--- config.mk ---
export PLATFORM = sky130hd
export DESIGN_NAME = dss_ctrl
export DESIGN_NICKNAME = d
export VERILOG_FILES = /design/src/design/dss_pkg.sv /design/src/design/dss_ctrl.sv /design/src/design/dss_tick_div.sv
export SDC_FILE = /design/constraint.sdc
export NUM_CORES = 1
export LEC_CHECK = 0
export BUFFER_PORTS_ARGS = -buffer_cell sky130_fd_sc_hd__buf_2
export CORE_MARGIN = 2
export CORE_UTILIZATION = 45
export CTS_CLUSTER_SIZE = 24
export DETAILED_ROUTE_END_ITERATION = 10
export PLACE_DENSITY = 0.69
export SYNTH_ARGS = -nofsm -noshare
export SYNTH_HDL_FRONTEND = slang
export SYNTH_SLANG_ARGS = --single-unit
--- constraint.sdc ---
create_clock -name clk_i -period 2.1 [get_ports clk_i]
set_input_delay 0.105 -clock clk_i [delete_from_list [all_inputs] [get_ports clk_i]]
set_output_delay 0.105 -clock clk_i [all_outputs]
set_load 0.05 [all_outputs]
--- src/design/dss_pkg.sv ---
// Purpose: Shared constants and types for the deep sleep switch control.
// Assumes: 20 MHz system clock, one slow tick per millisecond.
// Notes: Hold and delay times are kept in milliseconds.
package dss_pkg;

  localparam int unsigned CLK_HZ = 20000000;
  localparam int unsigned TICK_US = 1000;
  // Cycles per slow tick, rounded down so a tick never stretches a hold
  localparam int unsigned TICK_CYCLES = (CLK_HZ / 1000000) * TICK_US;

  localparam int unsigned TURN_ON_HOLD_MS = 1300;
  localparam int unsigned SLEEP_HOLD_MS = 7000;
  localparam int unsigned SHUTDOWN_DELAY_MS = 7000;

  localparam int unsigned CNT_W = 13;

  localparam logic RST_SWITCH_ON = 1'b0;
  localparam logic RST_DISCHARGE_ON = 1'b1;

  typedef enum logic [1:0] {
    DSS_OFF = 2'b00,
    DSS_ON = 2'b01,
    DSS_SHUTDOWN_WAIT = 2'b10
  } dss_state_t;

endpackage

--- src/design/dss_ctrl.sv ---
// Purpose: Decides when the battery load switch connects and sleeps.
// Assumes: Inputs are asynchronous pins; clk_i is 20 MHz.
// Notes: Times resolve to one slow tick (1 ms).
`timescale 1ns/1ps
module dss_ctrl
  import dss_pkg::*;
#(
  parameter int unsigned TICK_DIV = TICK_CYCLES,
  parameter int unsigned TURN_ON_TICKS = TURN_ON_HOLD_MS,
  parameter int unsigned SLEEP_TICKS = SLEEP_HOLD_MS,
  parameter int unsigned SHUTDOWN_TICKS = SHUTDOWN_DELAY_MS
) (
  input wire logic clk_i,
  input wire logic rst_i,
  input wire logic hold_button_n_i,
  input wire logic wake_i,
  input wire logic shutdown_req_i,
  output logic switch_on_o,
  output logic discharge_on_o,
  output dss_pkg::dss_state_t state_o
);
  import dss_pkg::*;

  //////////////////////////////////////////////////////////////////////////
  // Slow timebase

  logic tick;

  dss_tick_div #(
    .DIV(TICK_DIV)
  ) u_tick (
    .clk_i(clk_i),
    .rst_i(rst_i),
    .tick_o(tick)
  );

  //////////////////////////////////////////////////////////////////////////
  // Input synchronisers, two stages on the tick

  logic [2:0] sync_a;
  logic [2:0] sync_b;
  logic [2:0] next_sync_a;
  logic [2:0] next_sync_b;
  logic btn_low;
  logic wake_s;
  logic sdr_s;

  always_comb
  begin
    next_sync_a = sync_a;
    next_sync_b = sync_b;
    if (tick)
    begin
      next_sync_a = {shutdown_req_i, wake_i, ~hold_button_n_i};
      next_sync_b = sync_a;
    end
  end

  always_ff @(posedge clk_i)
  begin
    if (rst_i)
    begin
      // Idle levels: button released, wake and shutdown low
      sync_a <= 3'h0;
      sync_b <= 3'h0;
    end
    else
    begin
      sync_a <= next_sync_a;
      sync_b <= next_sync_b;
    end
  end

  assign btn_low = sync_b[0];
  assign wake_s = sync_b[1];
  assign sdr_s = sync_b[2];

  //////////////////////////////////////////////////////////////////////////
  // Main state, counters and edge history

  dss_state_t state;
  dss_state_t next_state;
  logic [CNT_W-1:0] hold_cnt;
  logic [CNT_W-1:0] next_hold_cnt;
  logic [CNT_W-1:0] delay_cnt;
  logic [CNT_W-1:0] next_delay_cnt;
  logic wake_d;
  logic next_wake_d;
  logic sdr_armed;
  logic next_sdr_armed;
  logic btn_latch;
  logic next_btn_latch;
  logic press_seen;
  logic next_press_seen;
  logic wake_rise;
  logic sdr_rise;

  // A press that is still held after turn-on must be released first,
  // otherwise a long power-on press would run on into deep sleep.
  always_comb
  begin
    wake_rise = wake_s & ~wake_d;
    sdr_rise = sdr_s & sdr_armed;
    next_state = state;
    next_hold_cnt = hold_cnt;
    next_delay_cnt = delay_cnt;
    next_wake_d = wake_d;
    next_sdr_armed = sdr_armed;
    next_btn_latch = btn_latch;
    next_press_seen = press_seen;
    if (tick)
    begin
      next_wake_d = wake_s;
      if (!sdr_s)
      begin
        next_sdr_armed = 1'b1;
      end
      else if (sdr_rise)
      begin
        next_sdr_armed = 1'b0;
      end
      if (!btn_low)
      begin
        next_hold_cnt = '0;
        next_btn_latch = 1'b0;
      end
      else if (!btn_latch)
      begin
        next_hold_cnt = hold_cnt + 1'b1;
      end
      case (state)
        DSS_OFF:
        begin
          if (btn_low && !btn_latch)
          begin
            if (hold_cnt == CNT_W'(TURN_ON_TICKS - 1))
            begin
              next_state = DSS_ON;
              next_btn_latch = 1'b1;
              next_hold_cnt = '0;
            end
          end
          else if (wake_rise)
          begin
            next_state = DSS_ON;
          end
        end
        DSS_ON:
        begin
          if (btn_low && !btn_latch)
          begin
            if (hold_cnt == CNT_W'(SLEEP_TICKS - 1))
            begin
              next_state = DSS_OFF;
              next_btn_latch = 1'b1;
              next_hold_cnt = '0;
            end
          end
          else if (sdr_rise && !wake_rise)
          begin
            next_state = DSS_SHUTDOWN_WAIT;
            next_delay_cnt = '0;
            next_press_seen = 1'b0;
          end
        end
        DSS_SHUTDOWN_WAIT:
        begin
          next_delay_cnt = delay_cnt + 1'b1;
          if (btn_low)
          begin
            next_press_seen = 1'b1;
          end
          if (press_seen && !btn_low)
          begin
            next_state = DSS_ON;
          end
          else if (btn_low && !btn_latch &&
                   hold_cnt == CNT_W'(SLEEP_TICKS - 1))
          begin
            next_state = DSS_OFF;
            next_btn_latch = 1'b1;
            next_hold_cnt = '0;
          end
          else if (!press_seen && !btn_low &&
                   delay_cnt == CNT_W'(SHUTDOWN_TICKS - 1))
          begin
            next_state = DSS_OFF;
          end
        end
        default:
        begin
          next_state = DSS_OFF;
        end
      endcase
    end
  end

  always_ff @(posedge clk_i)
  begin
    if (rst_i)
    begin
      state <= DSS_OFF;
      hold_cnt <= '0;
      delay_cnt <= '0;
      wake_d <= 1'b0;
      sdr_armed <= 1'b0;
      btn_latch <= 1'b0;
      press_seen <= 1'b0;
    end
    else
    begin
      state <= next_state;
      hold_cnt <= next_hold_cnt;
      delay_cnt <= next_delay_cnt;
      wake_d <= next_wake_d;
      sdr_armed <= next_sdr_armed;
      btn_latch <= next_btn_latch;
      press_seen <= next_press_seen;
    end
  end

  //////////////////////////////////////////////////////////////////////////
  // Outputs, registered so the switch and discharge never overlap

  logic next_switch_on;

  always_comb
  begin
    next_switch_on = (next_state != DSS_OFF);
  end

  always_ff @(posedge clk_i)
  begin
    if (rst_i)
    begin
      switch_on_o <= RST_SWITCH_ON;
      discharge_on_o <= RST_DISCHARGE_ON;
      state_o <= DSS_OFF;
    end
    else
    begin
      switch_on_o <= next_switch_on;
      discharge_on_o <= ~next_switch_on;
      state_o <= next_state;
    end
  end
endmodule

--- src/design/dss_tick_div.sv ---
// Purpose: Divides the system clock into a one-cycle slow tick.
// Assumes: Synchronous active-high reset.
// Notes: The tick drives input sampling and all hold counters.
`timescale 1ns/1ps
module dss_tick_div #(
  parameter int unsigned DIV = 20000
) (
  input wire logic clk_i,
  input wire logic rst_i,
  output logic tick_o
);

  logic [15:0] count;
  logic [15:0] next_count;
  logic next_tick;

  always_comb
  begin
    next_count = count + 16'h0001;
    next_tick = 1'b0;
    if (count == 16'(DIV - 1))
    begin
      next_count = 16'h0000;
      next_tick = 1'b1;
    end
  end

  always_ff @(posedge clk_i)
  begin
    if (rst_i)
    begin
      count <= 16'h0000;
      tick_o <= 1'b0;
    end
    else
    begin
      count <= next_count;
      tick_o <= next_tick;
    end
  end

endmodule

==> run_results.csv, run 1 <==
group,metric,value,unit
run_status,status,"finished clean",
routing,ant_nets,0,
timing,clock_skew,0.00787,ns
grt,antenna_found_initial,0,
logic_synthesis,synth_top_family_by_area,"simple AND/OR/NAND/NOR gates",
floorplanning,core,0.00631,mm^2
timing,timing.fmax,520,MHz
final_layout,final_nets,391,
logic_synthesis,syn_area,0.00293,mm^2
setup_path,start_kind,"flop",
timing,slew_violations,0,
floorplanning,die_area,0.00717,mm^2
place,hpwlAfterDp,4.22,mm
setup_path,worstSetupPathType,"flop to flop",
logic_synthesis,async_flop_share,0,%
logic_synthesis,synthSimpleGateAreaFrac,32.8,%
setup_path,crit_start,"hold_cnt[9]",
floorplanning,rows,29,
final_layout,syn2layout_area_growth,17.0,%
timing,setup_viol,0,
hold_path,worstHoldStart,"rst_i",
clock_tree,post-cts-setup-buffers,0,
place,io_buffer_count,8,
power,peakVddDrop,0.442,mV
routing,first_pass_iters,4,
setup_path,crit_fanout,16,
routing,routed_via_density,5.57,
logic_synthesis,syn_inst,354,
logic_synthesis,syn_avg_cell_area,8.27,um^2
routing,drt-total-wl,6.17,mm
grt,grt_use_total,18.5,%
routing,drt-wirelength-per-cell,13.3,um
grt,grt_pass1_wl,10.8,mm
setup_path,cp-end-kind,"flop",
clock_tree,root_buffer,"clkbuf_8",
logic_synthesis,yosys_warnings,0,
power,powerDensity,671,mW/mm^2
final_layout,fin_area,0.00343,mm^2
clock_tree,numClockSinks,57,
clock_tree,cts_tree,"yes",
clock_tree,cts_buffer_depth,2,
grt,grt_overflow,0,
logic_synthesis,synthFlopType,"dfxtp_1",
timing,post-route-period-util,91.6,%
place,place_ws,-0.128,ns
clock_tree,cts_buffers,9,
final_layout,n_fill_cell,571,
routing,drt_first_iter_violations,181,
floorplanning,fp.dieW,84.7,um
setup_path,critPathRequiredTime,2.32,ns
timing,hold_viol,0,
logic_synthesis,synth_mux_area_share,2.39,%
timing,tightest_slew,0.762,ns
final_layout,most-common-layout-cells,"dfxtp_1 (57), nor2_1 (49), nand2_1 (39), buf_4 (26), nand3_1 (22)",
routing,route.detailed.drc,0,
power,cellLeakagePower,1.30,nW
logic_synthesis,synth_compound_area_share,13.5,%
place,dpl_cell_area,0.00317,mm^2
floorplanning,initial_core_util,46.4,%
logic_synthesis,synthesis.nets,362,
run,drv_cap,0,
logic_synthesis,ys_seq_area_share,39.0,%
timing,slew_headroom,49.2,%
routing,vias,2592,
logic_synthesis,ys_ff_latch,57,
grt,grt_max_degree,18,
final_layout,fin_cells,465,
place,gp_congestion,0.817,
clock_tree,clkTransAtPathRegs,0.07,ns
grt,grt_pass1_vias,2422,
timing,setup_ws,0.175,ns
setup_path,arrival,2.14,ns
final_layout,final_common_cell,"dfxtp_1",
place,placed_cells,446,
floorplanning,ios,9,
floorplanning,die_y,84.7,um
hold_path,worst_hold_path_type,"input pin to flop",
logic_synthesis,synth_xor_xnor_area_share,6.28,%
timing,layout_min_cycle_time,1.92,ns
clock_tree,cts_htree_levels,3,
logic_synthesis,synth_edf_count,0,
logic_synthesis,synth_cell_types,51,
final_layout,final_layout_size_suffix_gt1_share,15.7,%
clock_tree,clock_latency,0.34,ns
final_layout,n_antenna_cell,0,
setup_path,reg2reg_from,"hold_cnt[9]",
logic_synthesis,synthAdderAreaFrac,1.28,%
timing,grt_setup_unrepaired,"no",
[state kept, by name (all words and copies together), names as in the netlist]
register        count
u_tick.count       16
sync_a              3
u_tick.tick_o       1
hold_cnt           13
delay_cnt          13
sync_b              3
discharge_on_o      1
press_seen          1
sdr_armed           1
btn_latch           1
state_o             2
switch_on_o         1
wake_d              1
[final cells by class]
cell class / instances / area (um^2) / share of cell area [%]
well taps: 77 / 96.3 / 2.81
flip-flops and latches: 57 / 1140 / 33.3
repair buffers: 37 / 265 / 7.74
multi-input cells: 265 / 1650 / 48.1
inverters: 13 / 48.8 / 1.42
clock inverters: 7 / 103 / 2.99
clock buffers: 9 / 124 / 3.61
[logic make-up (layout without fill, tap and decap cells)]
logic type	Yosys count	count (layout)
multiplexers	7	7
buffers and inverters	32	66
XOR/XNOR	21	21
AO/OA/AOI/OAI	50	50
AND/OR/NAND/NOR	184	184
adder cells (fa/ha/maj)	3	3
flip-flops	57	57
[cells in the mapped netlist (4+ instances only)]
| cell type | count | area (um^2) |
|---|---|---|
| inv_1 | 13 | 48.8 |
| xor2_1 | 11 | 96.3 |
| clkbuf_1 | 10 | 37.5 |
| a31oi_1 | 4 | 25.0 |
| xnor2_1 | 10 | 87.6 |
| dfxtp_1 | 57 | 1140 |
| o221ai_1 | 11 | 96.3 |
| nand3_1 | 22 | 110 |
| and2_1 | 8 | 50.1 |
| o21ai_0 | 4 | 20.0 |
| nor2b_1 | 7 | 43.8 |
| nor3_1 | 6 | 30.0 |
| o211ai_1 | 4 | 30.0 |
| nand4_1 | 15 | 93.8 |
| mux2i_1 | 7 | 70.1 |
| a21oi_1 | 9 | 45.0 |
| nand2_1 | 39 | 146 |
| and4_1 | 4 | 35.0 |
| or3_1 | 4 | 25.0 |
| buf_2 | 5 | 25.0 |
| nor2_1 | 49 | 184 |
| and3_1 | 7 | 43.8 |
[worst max-delay path, cell delays in order (launching register included)]
cell and delay, ns:
dfxtp_1 0.31, buf_4 0.15, nor4bb_1 0.45, nand4_1 0.18, a21bo_2 0.37, o221ai_1 0.26
nand2_1 0.09
[path summary, 6_finish.rpt]
kind	end	slack [ns]	cells past startpoint
worst max-delay path	hold_cnt[11]	0.18	6
worst min-delay path	sync_b[1]	0.13	2
worst max register to register	hold_cnt[11]	0.18	6
worst min register to register	u_tick.count[0]	0.47	1
[metrics by stage]
stage / total power (W) / hold WS, ns / TNS (ns) / utilization, %
floorplan: 0.00115 / 0.205 / 0 / -
global placement: 0.00116 / 0.305 / -0.0451 / 50.2
detailed placement: 0.00116 / 0.305 / -0.426 / 50.2
CTS: 0.00234 / 0.117 / 0 / 54.3
global route: 0.00239 / 0.128 / 0 / 54.3
finish: 0.00230 / 0.130 / 0 / 54.3
[layer usage]
metal,GRT usage (%),wire (um)
met3,5.01,367
met2,28.3,2730
met1,24.6,2980
met5,0,0
met4,7.79,87
[power breakdown]
group / total [W] / switching (W) / internal, W
Combinational: 0.0000477 / 0.0000278 / 0.0000199
Sequential: 0.00109 / 0.00000529 / 0.00109
Clock: 0.00116 / 0.000481 / 0.000679
Total: 0.00230 / 0.000514 / 0.00179
[repair_timing]
item,4_1_cts,5_1_grt
gates cloned,0,0
endpoints found under the setup margin,13,6
gates resized for setup,1,1
endpoints found under the hold margin,3,0
hold buffers,3,0
No activity file was read; power rests on OpenSTA's default activity.
==> run 2: changes to the inputs <==
Settings changed: SYNTH_HIERARCHICAL set to 1, TNS_END_PERCENT set to 30.
==> run_results.csv, run 2 <==
group,metric,value,unit
logic_synthesis,synthesis.nets,324,
place,gp_congestion,0.865,
logic_synthesis,syn_inst,316,
timing,timing.fmax,536,MHz
place,io_buffer_count,8,
final_layout,syn2layout_area_growth,13.8,%
setup_path,path_depth,5,
logic_synthesis,ys_seq_area_share,41.2,%
run_status,status,"finished clean",
final_layout,final_layout_size_suffix_gt1_share,13.2,%
logic_synthesis,synth_area_leaders,"dfxtp_1 (41%), xnor2_1 (7.6%), nor2_1 (6.1%), nand2_1 (3.9%), xor2_1 (3.2%)",
hold_path,worst_hold_path_type,"input pin to flop",
timing,clock_skew,0.00710,ns
routing,routed_via_density,5.40,
logic_synthesis,syn_avg_cell_area,8.76,um^2
setup_path,cp-end-kind,"flop",
power,powerDensity,718,mW/mm^2
logic_synthesis,synth_edf_count,0,
power,cellLeakagePower,1.05,nW
logic_synthesis,yosysMostFrequentCell,"dfxtp_1",
timing,layout_min_cycle_time,1.87,ns
grt,grtUsageMet1,25.2,%
logic_synthesis,ys_top_cells_by_count,"dfxtp_1 (57), nor2_1 (45), nand2_1 (29), xnor2_1 (24), nand3_1 (17)",
setup_path,critPathBufInv,0,
run,drv_cap,0,
setup_path,reg2reg_depth,5,
clock_tree,cts_htree_levels,3,
grt,grt_pass1_wl,9.41,mm
setup_path,start_kind,"flop",
logic_synthesis,ys_ff_latch,57,
routing,ant_nets,0,
clock_tree,numClockSinks,57,
clock_tree,post-cts-setup-buffers,0,
logic_synthesis,synthFlopType,"dfxtp_1",
setup_path,cpPeakStageDelay,0.57,ns
final_layout,final_common_cell,"dfxtp_1",
final_layout,top_regs,"u_tick/count (16), delay_cnt (13), hold_cnt (13)",
floorplanning,ios,9,
setup_path,critPathTopFamily,"compound AO/OA/AOI/OAI gates",
timing,setup_viol,0,
floorplanning,initial_core_util,46.7,%
routing,route.detailed.drc,0,
grt,top_usage_layer,"met2",
setup_path,crit_fanout,11,
final_layout,n_antenna_cell,0,
power,power,0.00226,W
timing,fin_hold_ws,0.149,ns
clock_tree,cts_resized,0,
timing,grt_setup_unrepaired,"no",
final_layout,largest_register_ffs,16,
timing,slew_headroom,66.3,%
logic_synthesis,yosys_warnings,6,
floorplanning,die_area,0.00679,mm^2
final_layout,n_fill_cell,562,
logic_synthesis,async_flop_share,0,%
floorplanning,die_y,82.4,um
clock_tree,clkTransAtPathRegs,0.07,ns
grt,antenna_found_initial,0,
logic_synthesis,synth_cell_types,51,
grt,grt_use_total,18.3,%
setup_path,worstSetupPathType,"flop to flop",
routing,drt_first_iter_violations,113,
timing,tns,0,ns
routing,first_pass_iters,7,
final_layout,regMostFlops,"u_tick/count",
routing,drt-wirelength-per-cell,12.9,um
logic_synthesis,yosys.area.top_type,"dfxtp_1",
clock_tree,cts-hold-fix-buffers,3,
timing,post-route-period-util,88.8,%
power,peakVddDrop,0.546,mV
setup_path,critPathRequiredTime,2.32,ns
final_layout,final_nets,344,
timing,hold_viol,0,
floorplanning,fp.dieW,82.4,um
logic_synthesis,synth_top_area_share,41.2,%
clock_tree,cts_tree,"yes",
routing,vias,2245,
place,hpwlAfterDp,3.70,mm
timing,slew_violations,0,
final_layout,fin_area,0.00315,mm^2
clock_tree,cts_buffer_depth,2,
place,dpl_cell_area,0.00290,mm^2
final_layout,most-common-layout-cells,"dfxtp_1 (57), nor2_1 (45), nand2_1 (29), xnor2_1 (24), nand3_1 (17)",
grt,grt_util_met3,5.54,%
clock_tree,cts_buffers,9,
grt,grt_overflow,0,
setup_path,arrival,2.09,ns
logic_synthesis,syn_area,0.00277,mm^2
grt,grt_use_met2,26.4,%
hold_path,min_delay_path_depth,2,
setup_path,slowest_stage,"o41a_1",
clock_tree,root_buffer,"clkbuf_8",
grt,grt_max_degree,24,
clock_tree,clock_latency,0.34,ns
setup_path,path_cells,"nand2b_4 > o41a_1 > nor4b_1 > xnor2_1 > nor2_1",
floorplanning,rows,28,
routing,drt-total-wl,5.36,mm
timing,tightest_slew,0.493,ns
grt,grt_pass1_vias,2012,
floorplanning,core,0.00592,mm^2
run 2: changes by cell type in the layout (fill, tap and decap cells not counted), sizes merged, moves of 6 or more:
cell and change:
o221ai -10, nor3 +8, nand2 -10, and2 -7, xnor2 +14, buf -17
nor4 +7, o21ai +6, and3 -7, inv -10
run 2: layout make-up:
type	instances	area (um^2)	share of cell area (%)
sequential	57	1140	36.2
inverter	5	18.8	0.596
tap	75	93.8	2.98
clock inverter	7	95.1	3.02
clock buffer	9	124	3.93
timing repair buffer	20	150	4.77
multi-input combinational	243	1530	48.5
run 2: logic make-up (layout without fill, tap and decap cells):
logic type	Yosys count	in the layout	synth area share (%)
compound gates	34	34	8.41
fa+ha+maj	3	3	1.36
flops	57	57	41.2
xor+xnor	34	34	10.8
simple gates	165	165	32.1
buf+inv	16	41	3.57
mux	7	7	2.53
run 2: worst paths after layout:
| check | startpoint | end | slack [ns] |
|---|---|---|---|
| min | rst_i | sync_a[1] | 0.15 |
| max reg2reg | state_o[0] | delay_cnt[12] | 0.23 |
| max | state_o[0] | delay_cnt[12] | 0.23 |
| min reg2reg | sync_b[2] | sdr_armed | 0.48 |
run 2: through the flow:
step                      std cells  utilization, %  setup WS [ns]
after floorplan                 316               -         0.0381
after global placement          397            49.0          0.271
after detailed placement        397            49.0          0.225
after CTS                       416            53.2          0.215
after global routing            416            53.2         0.0116
final                           416            53.2          0.234
run 2: power breakdown:
part	internal [W]	switching (W)
sequential	0.00109	0.00000488
combinational	0.0000174	0.0000270
clock	0.000666	0.000460
total	0.00177	0.000492
run 2: worst reg2reg max path, stage by stage (launching register included):
cell and delay, ns:
dfxtp_1 0.46, nand2b_4 0.09, o41a_1 0.57, nor4b_1 0.41, xnor2_1 0.16, nor2_1 0.05
run 2: metal layers:
metal	up-vias	part of all wire (%)
met4	0	1.5
li1	1166	-
met3	7	3.3
met5	-	0
met2	34	43
met1	1038	52
